===== src/usck_pkg.sv =====
// Purpose: Shared constants and types for the serial clock and buffer block.
// Assumes: Register port is a plain strobe port with eight data bits.
// Notes:   Register offsets and bit positions are local to this block.
`default_nettype none

package usck_pkg;

  localparam int unsigned ADDR_W = 3;
  localparam int unsigned DATA_W = 8;

  // Register offsets.
  localparam logic [2:0] ADDR_CTRL    = 3'h0;
  localparam logic [2:0] ADDR_STATUS  = 3'h1;
  localparam logic [2:0] ADDR_BAUD_LO = 3'h2;
  localparam logic [2:0] ADDR_BAUD_HI = 3'h3;
  localparam logic [2:0] ADDR_DATA    = 3'h4;

  localparam logic [7:0] CTRL_RESET = 8'h00;

  // Oversampling states per bit, as last count and mid count.
  localparam logic [3:0] OS_NORMAL_LAST = 4'hF;
  localparam logic [3:0] OS_DOUBLE_LAST = 4'h7;
  localparam logic [3:0] OS_NORMAL_MID  = 4'h8;
  localparam logic [3:0] OS_DOUBLE_MID  = 4'h4;

  // Frame shape.
  localparam logic [3:0] DATA_BITS     = 4'h8;
  localparam logic [3:0] FRAME_MIN_LEN = 4'hA;
  localparam logic [3:0] RX_SH_LEN     = 4'hA;

  // Status bit positions.
  localparam int unsigned ST_RX_VALID  = 0;
  localparam int unsigned ST_TX_EMPTY  = 1;
  localparam int unsigned ST_FRAME_ERR = 2;
  localparam int unsigned ST_OVERRUN   = 3;
  localparam int unsigned ST_PARITY    = 4;
  localparam int unsigned ST_NINTH     = 5;
  localparam int unsigned ST_TX_IDLE   = 6;

  typedef struct packed {
    logic tx_ninth_bit;
    logic parity_odd;
    logic parity_en;
    logic char9;
    logic sync_clock_polarity;
    logic xfer_clock_pin_direction;
    logic double_speed;
    logic sync_mode_select;
  } usck_ctrl_type;

  typedef struct packed {
    logic       frame_error_flag;
    logic       overrun_flag;
    logic       parity_error;
    logic [8:0] data;
  } usck_rx_entry_type;

  typedef enum logic [1:0] {
    RX_IDLE  = 2'b00,
    RX_START = 2'b01,
    RX_DATA  = 2'b11,
    RX_STOP  = 2'b10
  } usck_rx_state_type;

endpackage

`default_nettype wire


===== src/usck_top.sv =====
// Purpose: Serial port clock modes, transmit buffer and receive FIFO.
// Assumes: All inputs are synchronous to ref_clk except xck_in.
// Notes:   Frames are one start bit, 8 or 9 data, optional parity, one stop.
//
// How it works
// - Four clock modes; sync mode select picks asynchronous or synchronous.
// - In sync mode pin direction picks master or slave clock.
// - Transfer clock pin used only in synchronous mode.
// - Baud counter runs at system clock, reloads at zero or low write.
// - One baud tick per counter zero, rate clock over divisor plus one.
// - Transmitter divides baud ticks by 16, 8 or 2.
// - Receiver recovery uses baud ticks with 16, 8 or 2 states.
// - Baud divisor is twelve bits from high and low parts.
// - Double speed receiver uses 8 states per bit and samples once at mid count.
// - Slave clock passes synchroniser and edge detector, two clocks late.
// - Input sampled on opposite clock edge to output change.
// - One transmit buffer allows frames back to back.
// - Receive buffer is two-entry FIFO, each data read pops.
// - Error flags and ninth bit travel with each FIFO entry.
// - Shift register holds a third frame; overrun on next start.
// - Receiver checks frame, overrun and parity errors.
// - Polarity zero changes data on rising, samples on falling edge.
//
// The address map and the strobed register port are this design's own decisions.
`timescale 1ns/100ps
`default_nettype none

module usck_top
  import usck_pkg::*;
#(
  parameter int unsigned BAUD_W = 12
)
(
  // Clock and reset
  input  wire logic              ref_clk,
  input  wire logic              rst,
  // Register port
  input  wire logic [ADDR_W-1:0] reg_addr,
  input  wire logic [DATA_W-1:0] reg_wdata,
  input  wire logic              reg_wr,
  input  wire logic              reg_rd,
  output logic      [DATA_W-1:0] reg_rdata,
  // Serial pins
  input  wire logic              rxd,
  output logic                   txd,
  input  wire logic              xck_in,
  output logic                   xck_out,
  output logic                   xck_oe
);

  generate
    if (BAUD_W < 9 || BAUD_W > 16)
    begin : g_bad_width
      $error("usck_top: baud width out of range");
    end
  endgenerate

  usck_ctrl_type      ctrl_r;
  logic [7:0]         baud_lo_r;
  logic [BAUD_W-9:0]  baud_hi_r;
  logic [BAUD_W-1:0]  baud_nxt;
  logic               lo_wr;
  logic               data_wr;
  logic               data_rd;
  logic               baud_tick;
  logic               sync_m;
  logic               master;
  logic               slave;
  logic               pol;
  logic [3:0]         os_last;
  logic [3:0]         os_mid;
  logic               xck_meta_r;
  logic               xck_sync_r;
  logic               xck_prev_r;
  logic               x_rise;
  logic               x_fall;
  logic               sync_change;
  logic               sync_sample;
  logic [3:0]         tx_div_r;
  logic               tx_step;
  logic [7:0]         txbuf_r;
  logic               txbuf_full_r;
  logic [11:0]        tx_frame;
  logic [3:0]         tx_len;
  logic [8:0]         tx_d9;
  logic [11:0]        tx_sh_r;
  logic [3:0]         tx_left_r;
  logic               txd_r;
  logic               tx_load;
  logic               xck_out_r;
  logic               xck_oe_r;
  usck_rx_state_type  rx_state_r;
  logic [3:0]         rx_cnt_r;
  logic [3:0]         rx_nb_r;
  logic [9:0]         rx_sh_r;
  logic [3:0]         rx_nbits;
  logic               rx_start;
  logic               rx_strobe;
  logic               rx_done;
  logic [9:0]         rx_al;
  usck_rx_entry_type  new_entry;
  usck_rx_entry_type  fifo_mem [2];
  usck_rx_entry_type  hold_r;
  usck_rx_entry_type  head;
  logic               hold_v_r;
  logic               ovr_r;
  logic               wp_r;
  logic               rp_r;
  logic [1:0]         cnt_r;
  logic               pop;
  logic               space;
  logic               push_hold;
  logic               push_new;
  logic [7:0]         rdata_r;
  logic [7:0]         status;

  assign lo_wr   = reg_wr && reg_addr == ADDR_BAUD_LO;
  assign data_wr = reg_wr && reg_addr == ADDR_DATA;
  assign data_rd = reg_rd && reg_addr == ADDR_DATA;

  // The new low byte goes straight into the counter on its write.
  assign baud_nxt = lo_wr ? {baud_hi_r, reg_wdata} : {baud_hi_r, baud_lo_r};

  usck_baud #(.W(BAUD_W)) u_baud (
    .clk     (ref_clk),
    .rst     (rst),
    .divisor (baud_nxt),
    .reload  (lo_wr),
    .tick    (baud_tick)
  );

  assign sync_m  = ctrl_r.sync_mode_select;
  assign master  = sync_m && ctrl_r.xfer_clock_pin_direction;
  assign slave   = sync_m && !ctrl_r.xfer_clock_pin_direction;
  assign pol     = ctrl_r.sync_clock_polarity;
  // Double speed is ignored whenever sync mode is on.
  assign os_last = ctrl_r.double_speed ? OS_DOUBLE_LAST : OS_NORMAL_LAST;
  assign os_mid  = ctrl_r.double_speed ? OS_DOUBLE_MID : OS_NORMAL_MID;

  always_ff @(posedge ref_clk)
  begin
    if (rst)
    begin
      ctrl_r    <= CTRL_RESET;
      baud_lo_r <= '0;
      baud_hi_r <= '0;
    end
    else if (reg_wr)
    begin
      if (reg_addr == ADDR_CTRL)
        ctrl_r <= reg_wdata;
      if (reg_addr == ADDR_BAUD_LO)
        baud_lo_r <= reg_wdata;
      if (reg_addr == ADDR_BAUD_HI)
        baud_hi_r <= reg_wdata[BAUD_W-9:0];
    end
  end

  // Slave clock: the first stage feeds only the second stage.
  always_ff @(posedge ref_clk)
  begin
    if (rst)
    begin
      xck_meta_r <= 1'b0;
      xck_sync_r <= 1'b0;
      xck_prev_r <= 1'b0;
    end
    else
    begin
      xck_meta_r <= xck_in;
      xck_sync_r <= xck_meta_r;
      xck_prev_r <= xck_sync_r;
    end
  end

  assign x_rise = slave && xck_sync_r && !xck_prev_r;
  assign x_fall = slave && !xck_sync_r && xck_prev_r;

  // Master clock toggles per tick, giving a divide by two.
  always_ff @(posedge ref_clk)
  begin
    if (rst || !master)
      xck_out_r <= 1'b0;
    else if (baud_tick)
      xck_out_r <= !xck_out_r;
  end

  always_ff @(posedge ref_clk)
  begin
    if (rst)
      xck_oe_r <= 1'b0;
    else
      xck_oe_r <= master;
  end

  // Change and sample happen on opposite transfer clock edges.
  assign sync_change = (baud_tick && master && xck_out_r == pol)
                     || (pol ? x_fall : x_rise);
  assign sync_sample = (baud_tick && master && xck_out_r != pol)
                     || (pol ? x_rise : x_fall);

  always_ff @(posedge ref_clk)
  begin
    if (rst || sync_m)
      tx_div_r <= '0;
    else if (baud_tick)
      tx_div_r <= (tx_div_r == os_last) ? 4'h0 : tx_div_r + 4'h1;
  end

  assign tx_step = sync_m ? sync_change : (baud_tick && tx_div_r == os_last);

  always_comb
  begin
    tx_d9    = {ctrl_r.tx_ninth_bit && ctrl_r.char9, txbuf_r};
    tx_frame = '1;
    tx_frame[0]   = 1'b0;
    tx_frame[8:1] = txbuf_r;
    if (ctrl_r.char9)
      tx_frame[9] = ctrl_r.tx_ninth_bit;
    if (ctrl_r.parity_en && ctrl_r.char9)
      tx_frame[10] = ^tx_d9 ^ ctrl_r.parity_odd;
    else if (ctrl_r.parity_en)
      tx_frame[9] = ^tx_d9 ^ ctrl_r.parity_odd;
    tx_len = FRAME_MIN_LEN + {3'h0, ctrl_r.char9} + {3'h0, ctrl_r.parity_en};
  end

  // Loading right after the last stop bit leaves no idle gap.
  assign tx_load = tx_step && tx_left_r == 4'h0 && txbuf_full_r;

  always_ff @(posedge ref_clk)
  begin
    if (rst)
    begin
      txd_r     <= 1'b1;
      tx_sh_r   <= '1;
      tx_left_r <= '0;
    end
    else if (tx_step && tx_left_r != 4'h0)
    begin
      txd_r     <= tx_sh_r[0];
      tx_sh_r   <= {1'b1, tx_sh_r[11:1]};
      tx_left_r <= tx_left_r - 4'h1;
    end
    else if (tx_load)
    begin
      txd_r     <= tx_frame[0];
      tx_sh_r   <= {1'b1, tx_frame[11:1]};
      tx_left_r <= tx_len - 4'h1;
    end
  end

  // A write while full replaces the waiting byte.
  always_ff @(posedge ref_clk)
  begin
    if (rst)
    begin
      txbuf_r      <= '0;
      txbuf_full_r <= 1'b0;
    end
    else if (data_wr)
    begin
      txbuf_r      <= reg_wdata;
      txbuf_full_r <= 1'b1;
    end
    else if (tx_load)
      txbuf_full_r <= 1'b0;
  end

  assign rx_nbits  = DATA_BITS + {3'h0, ctrl_r.char9} + {3'h0, ctrl_r.parity_en};
  assign rx_start  = rx_state_r == RX_IDLE && !rxd
                   && (sync_m ? sync_sample : baud_tick);
  assign rx_strobe = sync_m ? sync_sample : (baud_tick && rx_cnt_r == os_mid);
  assign rx_done   = rx_state_r == RX_STOP && rx_strobe;

  always_ff @(posedge ref_clk)
  begin
    if (rst || rx_start)
      rx_cnt_r <= '0;
    else if (baud_tick)
      rx_cnt_r <= (rx_cnt_r == os_last) ? 4'h0 : rx_cnt_r + 4'h1;
  end

  always_ff @(posedge ref_clk)
  begin
    if (rst)
    begin
      rx_state_r <= RX_IDLE;
      rx_nb_r    <= '0;
      rx_sh_r    <= '0;
    end
    else
    begin
      unique case (rx_state_r)
        RX_IDLE:
          if (rx_start)
          begin
            rx_state_r <= sync_m ? RX_DATA : RX_START;
            rx_nb_r    <= '0;
          end
        RX_START:
          if (rx_strobe)
            rx_state_r <= rxd ? RX_IDLE : RX_DATA;
        RX_DATA:
          if (rx_strobe)
          begin
            rx_sh_r <= {rxd, rx_sh_r[9:1]};
            rx_nb_r <= rx_nb_r + 4'h1;
            if (rx_nb_r == rx_nbits - 4'h1)
              rx_state_r <= RX_STOP;
          end
        RX_STOP:
          if (rx_strobe)
            rx_state_r <= RX_IDLE;
      endcase
    end
  end

  assign rx_al = rx_sh_r >> (RX_SH_LEN - rx_nbits);

  always_comb
  begin
    new_entry.data             = ctrl_r.char9 ? rx_al[8:0] : {1'b0, rx_al[7:0]};
    new_entry.frame_error_flag = !rxd;
    new_entry.overrun_flag     = ovr_r;
    new_entry.parity_error     = ctrl_r.parity_en
      && ((ctrl_r.char9 ? rx_al[9] : rx_al[8])
          != (^new_entry.data ^ ctrl_r.parity_odd));
  end

  assign pop       = data_rd && cnt_r != 2'h0;
  assign space     = cnt_r != 2'h2 || pop;
  assign push_hold = hold_v_r && space;
  assign push_new  = rx_done && space && !hold_v_r;
  assign head      = fifo_mem[rp_r];

  always_ff @(posedge ref_clk)
  begin
    if (push_hold || push_new)
      fifo_mem[wp_r] <= push_hold ? hold_r : new_entry;
  end

  always_ff @(posedge ref_clk)
  begin
    if (rst)
    begin
      wp_r  <= 1'b0;
      rp_r  <= 1'b0;
      cnt_r <= '0;
    end
    else
    begin
      if (push_hold || push_new)
        wp_r <= !wp_r;
      if (pop)
        rp_r <= !rp_r;
      cnt_r <= cnt_r + {1'b0, push_hold || push_new} - {1'b0, pop};
    end
  end

  // The shift register keeps a finished frame until a FIFO place frees or the next start bit.
  always_ff @(posedge ref_clk)
  begin
    if (rst)
    begin
      hold_r   <= '0;
      hold_v_r <= 1'b0;
      ovr_r    <= 1'b0;
    end
    else
    begin
      if (rx_done && !push_new)
      begin
        hold_r   <= new_entry;
        hold_v_r <= 1'b1;
      end
      else if (push_hold || (rx_start && hold_v_r))
        hold_v_r <= 1'b0;
      if (rx_start && hold_v_r)
        ovr_r <= 1'b1;
      else if (rx_done)
        ovr_r <= 1'b0;
    end
  end

  always_comb
  begin
    status               = '0;
    status[ST_RX_VALID]  = cnt_r != 2'h0;
    status[ST_TX_EMPTY]  = !txbuf_full_r;
    status[ST_FRAME_ERR] = status[ST_RX_VALID] && head.frame_error_flag;
    status[ST_OVERRUN]   = status[ST_RX_VALID] && head.overrun_flag;
    status[ST_PARITY]    = status[ST_RX_VALID] && head.parity_error;
    status[ST_NINTH]     = status[ST_RX_VALID] && head.data[8];
    status[ST_TX_IDLE]   = tx_left_r == 4'h0 && !txbuf_full_r;
  end

  // Read data stands only in the cycle after the strobe.
  always_ff @(posedge ref_clk)
  begin
    if (rst || !reg_rd)
      rdata_r <= '0;
    else
    begin
      unique case (reg_addr)
        ADDR_CTRL:    rdata_r <= ctrl_r;
        ADDR_STATUS:  rdata_r <= status;
        ADDR_BAUD_LO: rdata_r <= baud_lo_r;
        ADDR_BAUD_HI: rdata_r <= 8'(baud_hi_r);
        ADDR_DATA:    rdata_r <= status[ST_RX_VALID] ? head.data[7:0] : 8'h00;
        default:      rdata_r <= '0;
      endcase
    end
  end

  assign reg_rdata = rdata_r;
  assign txd       = txd_r;
  assign xck_out   = xck_out_r;
  assign xck_oe    = xck_oe_r;

  // Checking helpers: baud ticks counted between transmit steps.
  logic [3:0] tk_since_r;
  logic       tk_seen_r;

  always_ff @(posedge ref_clk)
  begin
    if (rst || (reg_wr && reg_addr == ADDR_CTRL) || lo_wr)
    begin
      tk_since_r <= '0;
      tk_seen_r  <= 1'b0;
    end
    else if (tx_step)
    begin
      tk_since_r <= '0;
      tk_seen_r  <= 1'b1;
    end
    else if (baud_tick)
      tk_since_r <= tk_since_r + 4'h1;
  end
endmodule // usck_top

`default_nettype wire


===== src/usck_baud.sv =====
// Purpose: Baud down-counter giving one tick per divisor plus one clocks.
// Assumes: Reload value already holds the new low byte on a reload.
// Notes:   Tick comes from a flip-flop, one cycle after the zero count.
`timescale 1ns/100ps
`default_nettype none

module usck_baud
  import usck_pkg::*;
#(
  parameter int unsigned W = 12
)
(
  // Clock and reset
  input  wire logic         clk,
  input  wire logic         rst,
  // Divisor control
  input  wire logic [W-1:0] divisor,
  input  wire logic         reload,
  // Baud output
  output logic              tick
);

  logic [W-1:0] cnt_r;

  generate
    if (W < 9 || W > 16)
    begin : g_bad_width
      $error("usck_baud: width out of range");
    end
  endgenerate

  always_ff @(posedge clk)
  begin
    if (rst)
    begin
      cnt_r <= '0;
      tick  <= 1'b0;
    end
    else if (reload)
    begin
      cnt_r <= divisor;
      tick  <= 1'b0;
    end
    else if (cnt_r == '0)
    begin
      cnt_r <= divisor;
      tick  <= 1'b1;
    end
    else
    begin
      cnt_r <= cnt_r - W'(1);
      tick  <= 1'b0;
    end
  end
endmodule // usck_baud

`default_nettype wire


===== config.mk =====
export PLATFORM = sky130hd
export DESIGN_NAME = usck_top
export DESIGN_NICKNAME = d
export VERILOG_FILES = /design/src/usck_pkg.sv /design/src/usck_top.sv /design/src/usck_baud.sv
export SDC_FILE = /design/constraint.sdc
export NUM_CORES = 1
export LEC_CHECK = 0
export BUFFER_PORTS_ARGS = -buffer_cell sky130_fd_sc_hd__buf_4
export CAP_MARGIN = 20
export CORE_MARGIN = 8
export CORE_UTILIZATION = 60
export DETAILED_ROUTE_END_ITERATION = 10
export PLACE_DENSITY_LB_ADDON = 0.08
export RECOVER_POWER = 25
export SKIP_LAST_GASP = 1
export SLEW_MARGIN = 20
export SYNTH_ARGS = -nofsm -noshare
export SYNTH_HDL_FRONTEND = slang
export SYNTH_HIERARCHICAL = 1
export SYNTH_SLANG_ARGS = --single-unit

===== constraint.sdc =====
create_clock -name ref_clk -period 3.9 [get_ports ref_clk]
set_clock_uncertainty 0.2 [all_clocks]
set_input_delay 0.195 -clock ref_clk [delete_from_list [all_inputs] [get_ports ref_clk]]
set_output_delay 0.195 -clock ref_clk [all_outputs]
set_load 0.01 [all_outputs]

==> run_results.csv <==
group,metric,value,unit
cells_and_area,seqCellArea,2980,sq um
run_status,violations,"capacitance limit, slew limit",
clock_tree,cts_tree,"done",
min_path,hold_class,"input port to flip-flop",
sta,period_share,0.858,
setup_path,end_kind,"flip-flop",
place,dp.cells,834,
power,internal-power,2730,uW
synth,yosys.area.top_type,"dfxtp_1",
sta,layout_min_cycle_time,3.35,ns
cells_and_area,final_cells,877,
synth,yosysSeqAreaShare,0.442,
setup_path,critPathArrivalTime,3.53,ns
floorplan,start_util,0.620,
clock_tree,cts_max_level,4,
power,clockPowerShare,0.410,
synth,synth_edf_count,24,
sta,timing.fmax,0.299,GHz
sta,setup_viol,0,
floorplan,die_h,122,um
clock_tree,clock-sinks,137,
synth,syn_avg_cell_area,9.58,sq um
grt,grt_pass1_vias,4943,
setup_path,required,4.08,ns
sta,slew_viol_final,76,
clock_tree,cts_max_path_buffers,2,
drt,drt_iter0_drc,467,
floorplan,num_rows,38,
drt,drt_wl_total,14.7,mm
clock_tree,root_buffer,"clkbuf_8",
place,dp_hpwl,10.1,mm
setup_path,path_class,"input port to flip-flop",
run_status,status,"finished, violations left",
drt,vias,5136,
sta,tightest_slew,3.47,ns
floorplan,io_pins,28,
synth,synth_async_sr_flop_share,0,
clock_tree,clkLatencyLatePin,0.52,ns
cells_and_area,multi_input_area,3510,sq um
place,io_buffers,27,
synth,ys.flop_type,"dfxtp_1",
power,p_per_area,481,nW/um^2
synth,synth_top_area_frac,0.335,
clock_tree,cts_made_buffers,17,
clock_tree,post_cts_buffers,0,
cells_and_area,fill_cells,825,
synth,synthTopCellsByArea,"dfxtp_1 34%, edfxtp_1 11%, mux2i_1 7.4%",
sta,rsz0062_at_grt,"false",
synth,syn_inst,705,
drt,drc,0,
cells_and_area,area_delta_synth_final,12.6,%
floorplan,coreArea,10900,sq um
sta,hold_viol,0,
synth,yosysUniqueCellTypes,69,
sta,max_slew_margin,-1.31,
drt,viasPerCell,5.86,
drt,ant_nets,0,
grt,grt_pass1_wl,24.6,mm
cells_and_area,nets,756,
power,switching_share,0.254,
setup_path,worstSetupStartpointType,"input port",
cells_and_area,diodes,0,
grt,grt_antenna_before_repair,0,
drt,firstDrtPassIters,5,
drt,wire_per_inst,16.8,um
cells_and_area,final_layout_size_suffix_gt1_frac,0.133,
grt,grt_overflow_total,0,
grt,grt_max_degree,76,
cells_and_area,final_cell_mix,"113 x dfxtp_1, 90 x nor2_1, 74 x nand2_1",
floorplan,die_w,122,um
place,gp_congestion,0.832,
power,vdd_drop_max,0.459,mV
synth,ys_ff_latch,137,
synth,ys_warn_count,6,
run,cap_viol_max_count,1,
cells_and_area,final_common_cell,"dfxtp_1",
grt,grt_usage,0.207,
setup_path,cp_max_fo,75,
sta,finalSetupTns,0,ns
floorplan,die_area,14900,sq um
power,power_frac_seq,0.438,
power,power_switching,929,uW
synth,syn_area,6750,sq um
clock_tree,clk_pin_slew_worst_paths,0.05,ns
synth,synth_nets,735,
power,power_frac_comb,0.152,
power,leakagePower,0.00299,uW
==> worst paths after layout <==
kind                                start        endpoint  slack [ns]  depth (start not counted)
worst min-delay path               reg_wr      txbuf_r[5]        0.05                          4
worst max register to register  ctrl_r[4]  fifo_mem[1][9]        0.61                          9
worst min register to register        txd             txd        0.24                          2
worst max-delay path                  rst         xck_out        0.55                          3
==> sequential cells by signal, indices dropped and copies added, names as in the netlist, 4 cells and up, named ones only <==
register and count:
rx_sh_r 10, hold_r 12, rx_cnt_r 4, fifo_mem 24, tx_sh_r 10, rx_nb_r 4
reg_rdata 8, tx_div_r 4, txbuf_r 8, baud_lo_r 8, u_baud/cnt_r 12, tx_left_r 4
ctrl_r 6, baud_hi_r 4
==> per-stage QoR <==
step / instance area (sq um) / setup slack [ns] / power, uW / hold WS [ns] / utilization
2_1_floorplan: 6750 / 1.20 / 2060 / 0.0639 / -
3_3_place_gp: 6960 / 0.807 / 2150 / 0.211 / 0.639
3_5_place_dp: 6960 / 0.650 / 2160 / 0.216 / 0.639
4_1_cts: 7650 / 0.638 / 3670 / 0.0182 / 0.703
5_1_grt: 7600 / 0.293 / 3810 / 0.0733 / 0.698
6_report: 7600 / 0.555 / 3660 / 0.0544 / 0.698
==> synthesized netlist by cell type (4+ instances only) <==
cell / instances
a211oi_1: 12
a21oi_1: 38
a221o_1: 8
a221oi_1: 7
a31oi_1: 6
and2_1: 4
buf_1: 7
buf_2: 6
clkbuf_1: 23
dfxtp_1: 113
edfxtp_1: 24
ha_1: 13
inv_1: 17
mux2_2: 33
mux2i_1: 50
nand2_1: 74
nand2b_1: 7
nand3_1: 18
nand3b_1: 6
nor2_1: 90
nor2b_1: 16
nor3_1: 16
o21ai_0: 7
o22ai_1: 8
xnor2_1: 26
xor2_1: 13
==> logic make-up (layout without fill, tap and decap cells) <==
| family | after synthesis | in the layout | share of synthesized area |
|---|---|---|---|
| flip-flops | 137 | 137 | 0.442 |
| adder cells (fa/ha/maj) | 13 | 13 | 0.0241 |
| AO/OA/AOI/OAI | 113 | 113 | 0.120 |
| XOR/XNOR | 41 | 41 | 0.0573 |
| AND/OR/NAND/NOR | 259 | 259 | 0.189 |
| multiplexers | 83 | 83 | 0.129 |
| buffers and inverters | 59 | 91 | 0.0389 |
==> power groups by stage <==
| stage | logic [uW] | registers [uW] | clock network, uW |
|---|---|---|---|
| 4_1_cts | 550 | 1600 | 1520 |
| 2_1_floorplan | 463 | 1600 | 0 |
| 6_report | 554 | 1600 | 1500 |
| 3_5_place_dp | 535 | 1630 | 0 |
| 5_1_grt | 610 | 1610 | 1590 |
| 3_3_place_gp | 524 | 1620 | 0 |
==> what timing repair did <==
item | CTS | global route
hold endpoints to repair | 49 | 0
gates resized for setup | 0 | 0
hold buffers | 13 | 0
endpoints found under the setup margin | 0 | 0
==> area by class of cell <==
class / instances / area share
flip-flops and latches: 137 / 0.392
multi-input cells: 509 / 0.461
repair buffers: 44 / 0.0415
clock buffers: 28 / 0.0691
inverters: 17 / 0.00839
well taps: 140 / 0.0230
clock inverters: 2 / 0.00461
==> worst max-delay path: stages <==
cell and delay (ns):
clkbuf_1 2.40, clkbuf_2 0.78, nor3_1 0.11
==> metal layers <==
metal | up-vias | global-route usage | share of wire
met2 | 117 | 0.327 | 0.47
met3 | 23 | 0.0532 | 0.051
met4 | 0 | 0.0792 | 0.018
li1 | 2524 | - | -
met5 | - | 0 | 0
met1 | 2472 | 0.267 | 0.46
Power figures use the tool's default switching activity.
